**config.mk**
```make
export PLATFORM = sky130hd
export DESIGN_NAME = dclk_top
export DESIGN_NICKNAME = d
export VERILOG_FILES = /design/src/logic/dclk_pkg.sv /design/src/logic/dclk_ff.sv /design/src/logic/dclk_top.sv
export SDC_FILE = /design/constraint.sdc
export NUM_CORES = 1
export LEC_CHECK = 0
export BUFFER_PORTS_ARGS = -buffer_cell sky130_fd_sc_hd__buf_2
export CORE_MARGIN = 4
export CORE_UTILIZATION = 25
export CTS_CLUSTER_DIAMETER = 60
export CTS_CLUSTER_SIZE = 40
export DETAILED_ROUTE_END_ITERATION = 12
export GPL_ROUTABILITY_DRIVEN = 0
export HOLD_SLACK_MARGIN = 0.1
export SLEW_MARGIN = 20
export SYNTH_ARGS = -nofsm -noshare
export SYNTH_HDL_FRONTEND = slang
export SYNTH_SLANG_ARGS = --single-unit
```
**constraint.sdc**
```tcl
create_clock -name i_clk -period 1.7 [get_ports i_clk]
set_input_delay 0.34 -clock i_clk [delete_from_list [all_inputs] [get_ports i_clk]]
set_output_delay 0.34 -clock i_clk [all_outputs]
set_load 0.01 [all_outputs]
```
**src/logic/dclk_pkg.sv**
```systemverilog
// constants and carrier types for the disk-derived machine clock block
// Function
// - one machine clock per reference cycle
// - fixed false interval, true for the rest
// - state changes only on true-to-false edge
// - only rising reference edges fire the one-shot
// - strobe to read amps, inverted copy out
// - tester requests, device delivers counted clock pulses
// - tester pulses replace reference, giving spaced pairs
// - and gate true only if all true
// - shared product term computed once, fed onward
// - set equals or of terms, clock qualified
// - next state uses only pre-update values
// - word keeps 37 digits on track, 4 here
// - flip-flop flips only on opposite set
package dclk_pkg;
  // clock rate and printed timing figures
  localparam int CLK_NS = 10;
  localparam int REF_RATE_KC = 153;
  localparam int FALSE_NS = 1750;
  localparam int TRUE_NS = 4620;
  // a least time rounds up to whole cycles
  localparam int FALSE_CYC = (FALSE_NS + CLK_NS - 1) / CLK_NS;
  localparam int TRUE_CYC = TRUE_NS / CLK_NS;
  localparam int CNT_W = 9;
  // register split between track and flip-flops
  localparam int TRACK_DIGITS = 37;
  localparam int FF_DIGITS = 4;
  localparam int WORD_DIGITS = TRACK_DIGITS + FF_DIGITS;
  // reset values
  localparam logic FF_RST = 1'h0;
  localparam logic CLK_RST = 1'h1;

  // tester and reference pins, all asynchronous
  typedef struct packed {
    logic ref_sq;
    logic jit_pulse;
    logic single_req;
  } dclk_pins_t;

  // outputs of the clock chain
  typedef struct packed {
    logic clk;
    logic clk_n;
    logic strobe;
  } dclk_clk_t;

  // one-shot phase
  typedef enum logic [0:0] {
    ST_TRUE = 1'b0,
    ST_FALSE = 1'b1
  } dclk_phase_t;
endpackage : dclk_pkg

```
**src/logic/dclk_ff.sv**
```systemverilog
// one logic flip-flop with clock-qualified 1-set and 0-set inputs
`timescale 1ns/1ps
module dclk_ff (
  // clock and reset
  input wire logic i_clk,
  input wire logic i_resetn,
  // machine clock true-to-false event
  input wire logic i_fall,
  // set inputs, already qualified by the clock true level
  input wire logic i_set1,
  input wire logic i_set0,
  // state
  output logic o_q
);
  import dclk_pkg::*;

  // set inputs are sampled only at the falling event, so a newly
  // changing output cannot feed back into the same update
  always_ff @(posedge i_clk) begin
    if (!i_resetn) begin
      o_q <= FF_RST;
    end else if (i_fall) begin
      if (i_set1 && !o_q) begin
        o_q <= 1'b1;
      end else if (i_set0 && o_q) begin
        o_q <= 1'b0;
      end
    end
  end
endmodule : dclk_ff

```
**src/logic/dclk_top.sv**
```systemverilog
// machine clock from the reference track, test modes and gated set logic
`timescale 1ns/1ps
module dclk_top #(
  parameter int JIT_W = 8,
  parameter int SGL_W = 4
) (
  // clock and reset
  input wire logic i_clk,
  input wire logic i_resetn,
  // reference and tester pins
  input wire dclk_pkg::dclk_pins_t i_pins,
  input wire logic i_jitter_mode,
  input wire logic [JIT_W-1:0] i_jitter_space,
  input wire logic i_single_mode,
  input wire logic [SGL_W-1:0] i_single_count,
  // gate inputs from other flip-flops
  input wire logic [2:0] i_term_a,
  input wire logic [2:0] i_term_b,
  input wire logic [5:0] i_common,
  input wire logic i_acc_bit,
  input wire logic i_rem_bit,
  input wire logic i_acc_qual,
  input wire logic i_rem_qual,
  input wire logic i_track_in,
  // clock chain outputs
  output dclk_pkg::dclk_clk_t o_clk,
  output logic o_fall,
  // flip-flop states
  output logic o_x,
  output logic o_acc,
  output logic o_rem,
  output logic [dclk_pkg::FF_DIGITS-1:0] o_digits
);
  import dclk_pkg::*;

  initial begin
    if (JIT_W < 1 || JIT_W > 16 || SGL_W < 1 || SGL_W > 16) begin
      $error("dclk_top: JIT_W and SGL_W must lie in 1..16");
    end
  end

  // and gate: any false input forces a false output
  function automatic logic and3(input logic [2:0] v);
    and3 = v[0] & v[1] & v[2];
  endfunction : and3

  // three-stage pin synchroniser; s1 is read by s2 only
  dclk_pins_t s1;
  dclk_pins_t s2;
  dclk_pins_t s3;
  dclk_pins_t pin_f;
  dclk_pins_t pin_d;
  always_ff @(posedge i_clk) begin
    if (!i_resetn) begin
      s1 <= '0;
      s2 <= '0;
      s3 <= '0;
    end else begin
      s1 <= i_pins;
      s2 <= s1;
      s3 <= s2;
    end
  end

  // a change counts once the second and third stages agree
  always_ff @(posedge i_clk) begin
    if (!i_resetn) begin
      pin_f <= '0;
      pin_d <= '0;
    end else begin
      pin_f <= (s2 ^ s3) == '0 ? s2 : pin_f;
      pin_d <= pin_f;
    end
  end

  logic ref_rise;
  logic jit_rise;
  logic req_rise;
  assign ref_rise = pin_f.ref_sq & ~pin_d.ref_sq;
  assign jit_rise = pin_f.jit_pulse & ~pin_d.jit_pulse;
  assign req_rise = pin_f.single_req & ~pin_d.single_req;

  dclk_phase_t phase;
  logic [CNT_W-1:0] false_cnt;
  logic [SGL_W-1:0] pend;
  logic [JIT_W:0] jit_cnt;
  logic jit_second;
  logic trig;
  logic fire;
  logic clk_true;

  // pick the trigger source; in jitter mode the tester replaces the track
  always_comb begin
    trig = 1'b0;
    if (i_jitter_mode) begin
      trig = jit_rise | jit_second;
    end else if (i_single_mode) begin
      trig = ref_rise && (pend != '0);
    end else begin
      trig = ref_rise;
    end
  end
  assign clk_true = (phase == ST_TRUE);
  // edges that land inside the false interval are ignored, not queued
  assign fire = trig && clk_true;

  // one-shot: fixed false width, true until the next reference edge
  always_ff @(posedge i_clk) begin
    if (!i_resetn) begin
      phase <= ST_TRUE;
      false_cnt <= '0;
    end else begin
      unique case (phase)
        ST_TRUE: begin
          if (fire) begin
            phase <= ST_FALSE;
            false_cnt <= CNT_W'(1);
          end
        end
        ST_FALSE: begin
          if (false_cnt == CNT_W'(FALSE_CYC)) begin
            phase <= ST_TRUE;
            false_cnt <= '0;
          end else begin
            false_cnt <= false_cnt + CNT_W'(1);
          end
        end
      endcase
    end
  end

  // single-cycle budget: loaded by a tester request, spent per pulse
  always_ff @(posedge i_clk) begin
    if (!i_resetn || !i_single_mode) begin
      pend <= '0;
    end else if (req_rise) begin
      pend <= (i_single_count == '0) ? SGL_W'(1) : i_single_count;
    end else if (fire && pend != '0) begin
      pend <= pend - SGL_W'(1);
    end
  end

  // second pulse of a pair: spacing counted from the end of the first
  // false interval, so a short spacing still yields two distinct pulses
  always_ff @(posedge i_clk) begin
    if (!i_resetn || !i_jitter_mode) begin
      jit_cnt <= '0;
      jit_second <= 1'b0;
    end else if (fire && jit_rise) begin
      jit_cnt <= {1'b0, i_jitter_space} + (JIT_W + 1)'(1);
      jit_second <= 1'b0;
    end else if (clk_true && jit_cnt != '0) begin
      jit_cnt <= jit_cnt - (JIT_W + 1)'(1);
      jit_second <= (jit_cnt == (JIT_W + 1)'(1));
    end else begin
      jit_second <= 1'b0;
    end
  end

  // registered clock chain; strobe and driver copy are the shaped pulse
  always_ff @(posedge i_clk) begin
    if (!i_resetn) begin
      o_clk <= '{clk: CLK_RST, clk_n: ~CLK_RST, strobe: ~CLK_RST};
      o_fall <= 1'b0;
    end else begin
      o_clk.clk <= ~(fire | (phase == ST_FALSE &&
                   false_cnt != CNT_W'(FALSE_CYC)));
      o_clk.clk_n <= fire | (phase == ST_FALSE &&
                     false_cnt != CNT_W'(FALSE_CYC));
      o_clk.strobe <= fire | (phase == ST_FALSE &&
                      false_cnt != CNT_W'(FALSE_CYC));
      o_fall <= fire;
    end
  end

  // and-or set logic, clock qualified; inactive when no term is true
  logic x_set1;
  logic shared_term;
  logic acc_set1;
  logic acc_set0;
  logic rem_set1;
  logic rem_set0;
  assign x_set1 = (and3(i_term_a) | and3(i_term_b)) & clk_true;
  // the common product is formed once and feeds every secondary gate
  assign shared_term = and3(i_common[2:0]) & and3(i_common[5:3]);
  assign acc_set1 = i_acc_bit & shared_term & i_acc_qual & clk_true;
  assign acc_set0 = ~i_acc_bit & shared_term & i_acc_qual & clk_true;
  assign rem_set1 = i_rem_bit & shared_term & i_rem_qual & clk_true;
  assign rem_set0 = ~i_rem_bit & shared_term & i_rem_qual & clk_true;

  dclk_ff u_x (
    .i_clk(i_clk),
    .i_resetn(i_resetn),
    .i_fall(fire),
    .i_set1(x_set1),
    .i_set0(1'b0),
    .o_q(o_x)
  );
  dclk_ff u_acc (
    .i_clk(i_clk),
    .i_resetn(i_resetn),
    .i_fall(fire),
    .i_set1(acc_set1),
    .i_set0(acc_set0),
    .o_q(o_acc)
  );
  dclk_ff u_rem (
    .i_clk(i_clk),
    .i_resetn(i_resetn),
    .i_fall(fire),
    .i_set1(rem_set1),
    .i_set0(rem_set0),
    .o_q(o_rem)
  );

  // four word digits held here; the track supplies the incoming digit
  logic [FF_DIGITS:0] chain;
  assign chain = {i_track_in, o_digits};
  for (genvar g = 0; g < FF_DIGITS; g++) begin : g_dig
    dclk_ff u_d (
      .i_clk(i_clk),
      .i_resetn(i_resetn),
      .i_fall(fire),
      .i_set1(chain[g+1] & clk_true),
      .i_set0(~chain[g+1] & clk_true),
      .o_q(o_digits[g])
    );
  end

  // helper: length of the current false run
  logic [CNT_W-1:0] false_run;
  always_ff @(posedge i_clk) begin
    if (!i_resetn || o_clk.clk) begin
      false_run <= '0;
    end else begin
      false_run <= false_run + CNT_W'(1);
    end
  end
endmodule : dclk_top

```
======== After elaboration in Yosys (flattened, before gate mapping) ========
Index checks and enable logic that the tools add are counted.
word-level totals
  output and inout bits ................... 11
  register bits ........................... 49
  bits of input ports ..................... 36
operators by class
  add/subtract/negate cells ............... 4
  muxes and demuxes ....................... 25
  equality and inequality tests ........... 4
  bitwise logic cells ..................... 49
  reduce and logical (&&, ||, !) cells .... 51
operator list
  kind                                                                   count
  9-bit 2-to-1 mux                                                       4
  1-bit bitwise AND                                                      33
  1-bit logical AND                                                      19
  9-bit case mux with 2 select lines                                     1
  1-bit 2-to-1 mux                                                       16
  2-bit nonzero test                                                     8
  2-bit AND reduction                                                    7
  4-bit 2-to-1 mux                                                       3
  1-bit inverter                                                         12
  1-bit logical NOT                                                      10
  8-bit by 1-bit adder with 9-bit output, second input constant          1
  9-bit by 1-bit adder with 9-bit output, second input constant          1
  9-bit by 1-bit equality test with 1-bit output, second input constant  1
  9-bit by 8-bit equality test with 1-bit output, second input constant  1
  9-bit by 8-bit != test with 1-bit output, second input constant        1
  9-bit nonzero test                                                     1
  9-bit by 1-bit subtractor with 9-bit output, second input constant     1
  4-bit logical NOT                                                      1
  4-bit nonzero test                                                     1
  4-bit by 1-bit subtractor with 4-bit output, second input constant     1
  3-bit logical NOT                                                      1
  1-bit bitwise OR                                                       3
  3-bit OR reduction                                                     1
  3-bit bitwise XOR                                                      1
  3 further kinds                                                        4

======== Longest topological paths before layout ========
Gate-level depths: netlist of the first run.
  word-level depth ........................ 9
  gate-level depth with buffers ........... 8
  mapped depth without buffers ............ 7

======== Hierarchy ========
From an unflattened synthesis of the first run, not the netlist that was laid out.
second synthesis, totals
  cells, all modules ...................... 283
  area total of the unflattened synthesis .. 2471.1 sq um
modules (own cells, without submodules)
  module    cells each  area each (sq um)  sequential area each (sq um)  times used
  dclk_top  255         2173.3             840.8                         1
  dclk_ff   4           42.5               20.0                          7

======== Least setup slack after synthesis of the first run ========
Ideal clock, no wire load.
  path type ............................... register to register
  start ................................... register pend[0]
  end ..................................... register jit_cnt[7]
  data required time ...................... 1.569 ns
  arrival time ............................ 1.755 ns
  path slack .............................. -0.186 ns
  cell stages (with the launch flop) ...... 9
  cell sequence ........................... dfxtp_1 inv_1 ha_1 nor3b_1 a221oi_2 nand2b_1 clkbuf_1 o21ai_0 a21oi_1
between the ends
  cells in the longest elaborated chain, start to end .. 7
RTL lines
  element                                                        RTL line         text
  from (decl)                                                    dclk_top.sv:85   logic [SGL_W-1:0] pend;
  from (signal assigned)                                         dclk_top.sv:137  pend <= (i_single_count == '0) ? SGL_W'(1) : i_single_count;
  from (signal assigned)                                         dclk_top.sv:139  pend <= pend - SGL_W'(1);
  4-bit nonzero test (*)                                         dclk_top.sv:98   trig = ref_rise && (pend != '0);
  1-bit logical AND (*)                                          dclk_top.sv:98
  1-bit 2-to-1 mux (*)                                           dclk_top.sv:97   end else if (i_single_mode) begin
  1-bit 2-to-1 mux (*)                                           dclk_top.sv:95   if (i_jitter_mode) begin
  1-bit logical AND (*)                                          dclk_top.sv:105  assign fire = trig && clk_true;
  1-bit logical AND (*)                                          dclk_top.sv:149  end else if (fire && jit_rise) begin
  9-bit 2-to-1 mux / 2-bit nonzero test (equally long branches)  n/a
  to (signal assigned)                                           dclk_top.sv:150  jit_cnt <= {1'b0, i_jitter_space} + (JIT_W + 1)'(1);
  to (signal assigned)                                           dclk_top.sv:153  jit_cnt <= jit_cnt - (JIT_W + 1)'(1);
  to (decl)                                                      dclk_top.sv:86   logic [JIT_W:0] jit_cnt;
Mark *: on every way between the ends. The rest lies on a longest branch, timed or not.
A chain may end at the register's enable or synchronous reset.

======== Final worst setup path of the first run ========
  start ................................... register jit_cnt[6]
  end ..................................... register jit_cnt[7]
between the ends
  cells in the longest elaborated chain, start to end .. 3
RTL lines
  element                                                                                   RTL line                          text
  9-bit by 1-bit subtractor with 9-bit output / 9-bit nonzero test (equally long branches)  dclk_top.sv:153, dclk_top.sv:152
  9-bit 2-to-1 mux / 1-bit logical AND (equally long branches)                              dclk_top.sv:152                   end else if (clk_true && jit_cnt != '0) begin
  9-bit 2-to-1 mux / 2-bit nonzero test (equally long branches)                             n/a
Several ways; a longest one is shown, not always the timed one. The select of a mux whose other input is x is not followed.

==> impl_metrics.yaml, run 1 <==
status:
  status: "finished, violations left"
  violations: "setup timing"
worst_setup_path:
  crit_type: "flop to flop"
  worstReg2RegEnd: "jit_cnt[7]"
  worstPathRequired_ps: 1940
  r2r_slack_ps: -30
  r2r_start: "jit_cnt[6]"
  critPathArrivalTime_ps: 1970
  cp_max_fo: 3
  endpoint_kind: "flop"
  worstRegToRegCells: 6
  start_kind: "flop"
synth:
  synth_top_area_share_pct: 42.5
  yosysMostFrequentCell: "dfxtp_1"
  yosys.area.top_type: "dfxtp_1"
  syn-cell-area_sq_um: 2310
  synth-async-reset-ratio_pct: 0
  ys.flop_type: "dfxtp_1"
  netlist_top_cells_count: "dfxtp_1 (49), nand2_1 (24), nand3_1 (20)"
  yosysSeqAreaShare_pct: 42.5
  synth_cell_types: 45
  syn_avg_cell_area_sq_um: 8.59
  synth_nets: 311
  ys_seq_elements: 49
  syn-instance-count: 269
  yosys_warnings: 0
  synth.area.top_cells: "dfxtp_1 (42%), nand3_1 (4.3%), xnor2_1 (4.2%)"
  synth_edf_count: 0
clocking:
  clock-root-buffer: "clkbuf_8"
  h-tree-depth: 2
  cts_hold_buf: 0
  cts-buffers-inserted: 5
  ctsLongestPathBuffers: 2
  cts_sinks: 49
  clock_latency_ps: 300
  path_clk_slew_ps: 90
  cts_tree: "yes"
place:
  post-place-ws_ps: -60.6
  place_area_sq_um: 2830
  portBuffers: 46
  dp_hpwl_um: 3790
timing:
  setup_violations: 5
  final_max_slew_viol_count: 0
  timing.fmax_mhz: 579
  tns_ps: -73.0
  hold_viol_final: 0
  finalCritPeriodShare_pct: 102
  period_minus_slack_ps: 1730
  rsz0062_at_grt: "true"
  worst-slew-pin-transition_ps: 536
  setup_ws_ps: -25.8
  timing.hold.ws_ps: 234
  max_slew_margin_pct: 63.8
  finClkSkew_ps: 4.23
finish:
  finalInstanceArea_sq_um: 3120
  layout-drive-gt1-share_pct: 36.7
  final_nets: 384
  n_fill_cell: 915
  area.growth.synth_to_final_pct: 35.2
  post-route-util_pct: 35.3
  n_antenna_cell: 0
pwr:
  worst_ir_drop_vdd_mv: 0.401
  p_leak_nw: 1.29
  power_density_nw_per_um2: 1030
hold_path:
  hold_start: "i_pins[2]"
  whs_endpoint: "s1[2]"
  min_path_type: "input pin to flop"
  min_delay_path_depth: 2
floorplan:
  row_count: 34
  initial_core_util_pct: 26.1
  io_pins: 47
  die_w_um: 104
  core-area_sq_um: 8850
  dieArea_sq_um: 10800
  fp.dieH_um: 104
global_route:
  grt_pass1_wl_um: 8560
  grt_overflow_total: 0
  antenna_found_initial: 0
  grt_usage_pct: 9.19
  grt_pass1_vias: 1957
  grt_max_degree: 18
detailed_routing:
  routedWlPerCell_um: 11.5
  drtIter0Drc: 150
  drc_errors: 0
  wl_um: 5190
  avgViaCountPerCell: 4.61
  vias: 2079
  antenna_left: 0
  first_pass_iters: 4
job:
  drv_cap: 0
-- worst max-delay path, stage by stage, from the launching register on --
cell	delay (ps)
dfxtp_2	330
or4_4	540
buf_6	140
o211ai_1	280
nor4_1	110
xnor2_1	140
a21oi_1	140
-- report_power, final --
group	leakage, nW	internal [mW]	switching (mW)
combinational	0.843	0.663	0.557
sequential	0.401	1.24	0.0652
clock	0.0481	0.292	0.396
total	1.29	2.19	1.02
-- state kept, by name, indices dropped and copies added (netlist names) --
| signal | flops |
|---|---|
| jit_second | 1 |
| pin_f | 3 |
| g_dig.u_d.o_q | 4 |
| u_acc.o_q | 1 |
| false_cnt | 9 |
| o_fall | 1 |
| s2 | 3 |
| s1 | 3 |
| phase | 1 |
| u_rem.o_q | 1 |
| o_clk | 2 |
| s3 | 3 |
| pin_d | 3 |
| jit_cnt | 9 |
| u_x.o_q | 1 |
| pend | 4 |
-- layer usage --
layer / track usage, % / wire length (um) / vias up / part of all wire, %
li1: - / - / 1099 / -
met2: 16.2 / 2670 / 25 / 52
met3: 1.92 / 154 / 5 / 3.0
met4: 2.56 / 49 / 0 / 0.94
met5: 0 / 0 / - / 0
met1: 11.3 / 2310 / 950 / 45
-- metrics by stage --
stage                     std cells  power (mW)
after detailed placement        435        2.35
after global routing            451        3.42
after global placement          435        2.33
after floorplan                 269        2.02
after CTS                       444        3.11
final                           451        3.21
-- layout by cell type, fill, tap and decap left out, drive strengths merged, types with 5 or more instances in the layout --
cell type	instances
buf	77
dfxtp	49
nand2	24
nand3	20
nor2	19
a21oi	19
o21ai	15
and2	12
xnor2	11
inv	10
xor2	8
nor3	7
ha	6
o31ai	5
clkbuf	5
a211oi	5
-- repair_timing --
| item | CTS | global route |
|---|---|---|
| buffers inserted | 1 | 5 |
| endpoints found under the setup margin | 11 | 31 |
| cloned | 0 | 2 |
| pin swaps | 5 | 19 |
| resized for setup | 11 | 41 |
-- area by class of cell --
type                    instances  area (sq um)  share of cell area, %
well taps                     108           135                   4.33
clock inverters                 3          22.5                  0.721
repair buffers                 77           489                   15.7
clock buffers                   5          68.8                   2.20
multi-input cells             198          1380                   44.1
inverters                      11          41.3                   1.32
flip-flops and latches         49           988                   31.7
-- kinds of logic (layout without fill, tap and decap cells) --
family                   count (synthesis)  in the layout  synth area share (%)
AO/OA/AOI/OAI                           60             61                  16.7
XOR/XNOR                                19             19                  7.20
adder cells (fa/ha/maj)                  6              6                  3.25
buffers and inverters                   23             96                  4.55
flip-flops                              49             49                  42.5
multiplexers                             4              4                  1.79
AND/OR/NAND/NOR                        108            108                  24.0
-- worst max-delay path by stage --
stage,to,start,slack (ps)
after floorplan,jit_cnt[7],pend[0],0.4
after global placement,jit_cnt[6],jit_cnt[0],-20
after detailed placement,jit_cnt[0],jit_cnt[0],-60
after CTS,jit_cnt[0],jit_cnt[6],-80
after global routing,jit_cnt[7],jit_cnt[6],-130
final,jit_cnt[7],jit_cnt[6],-30
No activity file was read; power rests on OpenSTA's default activity.
==> run 2, diff against run 1 <==
- CORE_ASPECT_RATIO: not set -> 1.1
- CORE_UTILIZATION: 25 -> 40
==> impl_metrics.yaml, run 2 (synthesis results as in run 1) <==
finish:
  final_nets: 386
  layout-drive-gt1-share_pct: 33.0
  final_cell_mix: "dfxtp_1 (47), buf_2 (46), buf_4 (27)"
  n_antenna_cell: 0
  area.growth.synth_to_final_pct: 32.8
  post-route-util_pct: 55.8
  final_common_cell: "dfxtp_1"
  top_regs: "false_cnt (9), jit_cnt (9)"
timing:
  finClkSkew_ps: 6.97
  final_max_slew_viol_count: 0
  timing.fmax_mhz: 568
  max_slew_margin_pct: 72.7
  finalCritPeriodShare_pct: 104
  rsz0062_at_grt: "true"
  setup_ws_ps: -61.6
  hold_viol_final: 0
  worst-slew-pin-transition_ps: 406
  period_minus_slack_ps: 1760
  setup_violations: 5
floorplan:
  io_pins: 47
  die_w_um: 80.5
  fp.dieH_um: 87.7
  row_count: 28
  core-area_sq_um: 5500
  dieArea_sq_um: 7060
  initial_core_util_pct: 42.0
detailed_routing:
  routedWlPerCell_um: 12.1
  drc_errors: 0
  vias: 2085
  drtIter0Drc: 87
  avgViaCountPerCell: 4.96
  first_pass_iters: 4
  antenna_left: 0
  wl_um: 5070
clocking:
  cts_hold_buf: 0
  clock_latency_ps: 300
  clock-root-buffer: "clkbuf_8"
  ctsLongestPathBuffers: 2
  cts_sinks: 49
  path_clk_slew_ps: 90
  h-tree-depth: 2
  cts_tree: "yes"
  cts-buffers-inserted: 5
worst_setup_path:
  worstReg2RegEnd: "jit_cnt[0]"
  worstPathRequired_ps: 1930
  crit_type: "flop to flop"
  critPathArrivalTime_ps: 1990
  setup.worst_path.start: "jit_cnt[6]"
  cp_max_fo: 5
  start_kind: "flop"
  r2r_start: "jit_cnt[6]"
  r2r_slack_ps: -60
  cp-endpoint: "jit_cnt[0]"
  endpoint_kind: "flop"
  worstRegToRegCells: 5
status:
  violations: "setup timing"
  status: "finished, violations left"
global_route:
  grt_usage_pct: 14.2
  grt_pass1_wl_um: 8050
  antenna_found_initial: 0
  grt_pass1_vias: 1872
  grt_overflow_total: 0
  grt_max_degree: 18
place:
  portBuffers: 46
  dp_hpwl_um: 3760
  post-place-ws_ps: -67.8
hold_path:
  min_path_type: "input pin to flop"
job:
  drv_cap: 0
pwr:
  p_leak_nw: 1.30
  worst_ir_drop_vdd_mv: 0.464
  power_density_nw_per_um2: 1060
-- run 2: worst min-delay path by stage --
stage | startpoint | to | slack [ps] | depth (start not counted)
after floorplan | s1[0] | s2[0] | 410 | 1
after global placement | s1[1] | s2[1] | 410 | 1
after detailed placement | s1[0] | s2[0] | 420 | 1
after CTS | i_pins[0] | s1[0] | 230 | 2
after global routing | i_pins[0] | s1[0] | 240 | 2
final | i_pins[0] | s1[0] | 240 | 2
-- run 2: worst max-delay path, cell delays in order (launching register included) --
cell	delay, ps
dfxtp_1	320
or4_4	550
o41a_1	430
xnor2_1	210
nor2_1	70
a211oi_2	120
-- run 2: final cells by class --
| class | count | area [sq um] |
|---|---|---|
| Clock buffer | 6 | 82.6 |
| Fill cell | 525 | 2430 |
| Clock inverter | 2 | 37.5 |
| Multi-Input combinational cell | 198 | 1330 |
| Timing Repair Buffer | 79 | 500 |
| Sequential cell | 49 | 983 |
| Inverter | 11 | 41.3 |
| Tap cell | 75 | 93.8 |
-- run 2: routing by layer --
| layer | global-route usage, % | vias up | part of all wire, % |
|---|---|---|---|
| li1 | - | 1095 | - |
| met2 | 24.7 | 26 | 52 |
| met3 | 3.40 | 5 | 2.7 |
| met4 | 4.45 | 0 | 0.81 |
| met1 | 17.4 | 959 | 45 |
| met5 | 0 | - | 0 |
-- run 2: metrics by stage --
stage               setup TNS [ps]  total power, mW  area (sq um)  instances  hold WS (ps)
floorplan                        0             2.02          2360        269           412
global placement             -46.2             2.34          2800        404           415
detailed placement            -184             2.35          2800        404           419
CTS                           -299             3.22          2930        412           230
global route                 -1070             3.48          3070        420           236
finish                        -144             3.26          3070        420           238
-- run 2: what timing repair did --
item                       in CTS  in global routing
gates cloned                    0                  2
setup endpoints to repair       7                 23
pin swaps                       1                 13
resized for setup               1                 30
buffers inserted                0                  6
-- run 2: power breakdown --
part	total, mW	internal, mW	switching [mW]	leakage [nW]
sequential	1.29	1.23	0.0589	0.399
combinational	1.10	0.577	0.527	0.841
clock	0.861	0.478	0.383	0.0574
total	3.26	2.29	0.968	1.30
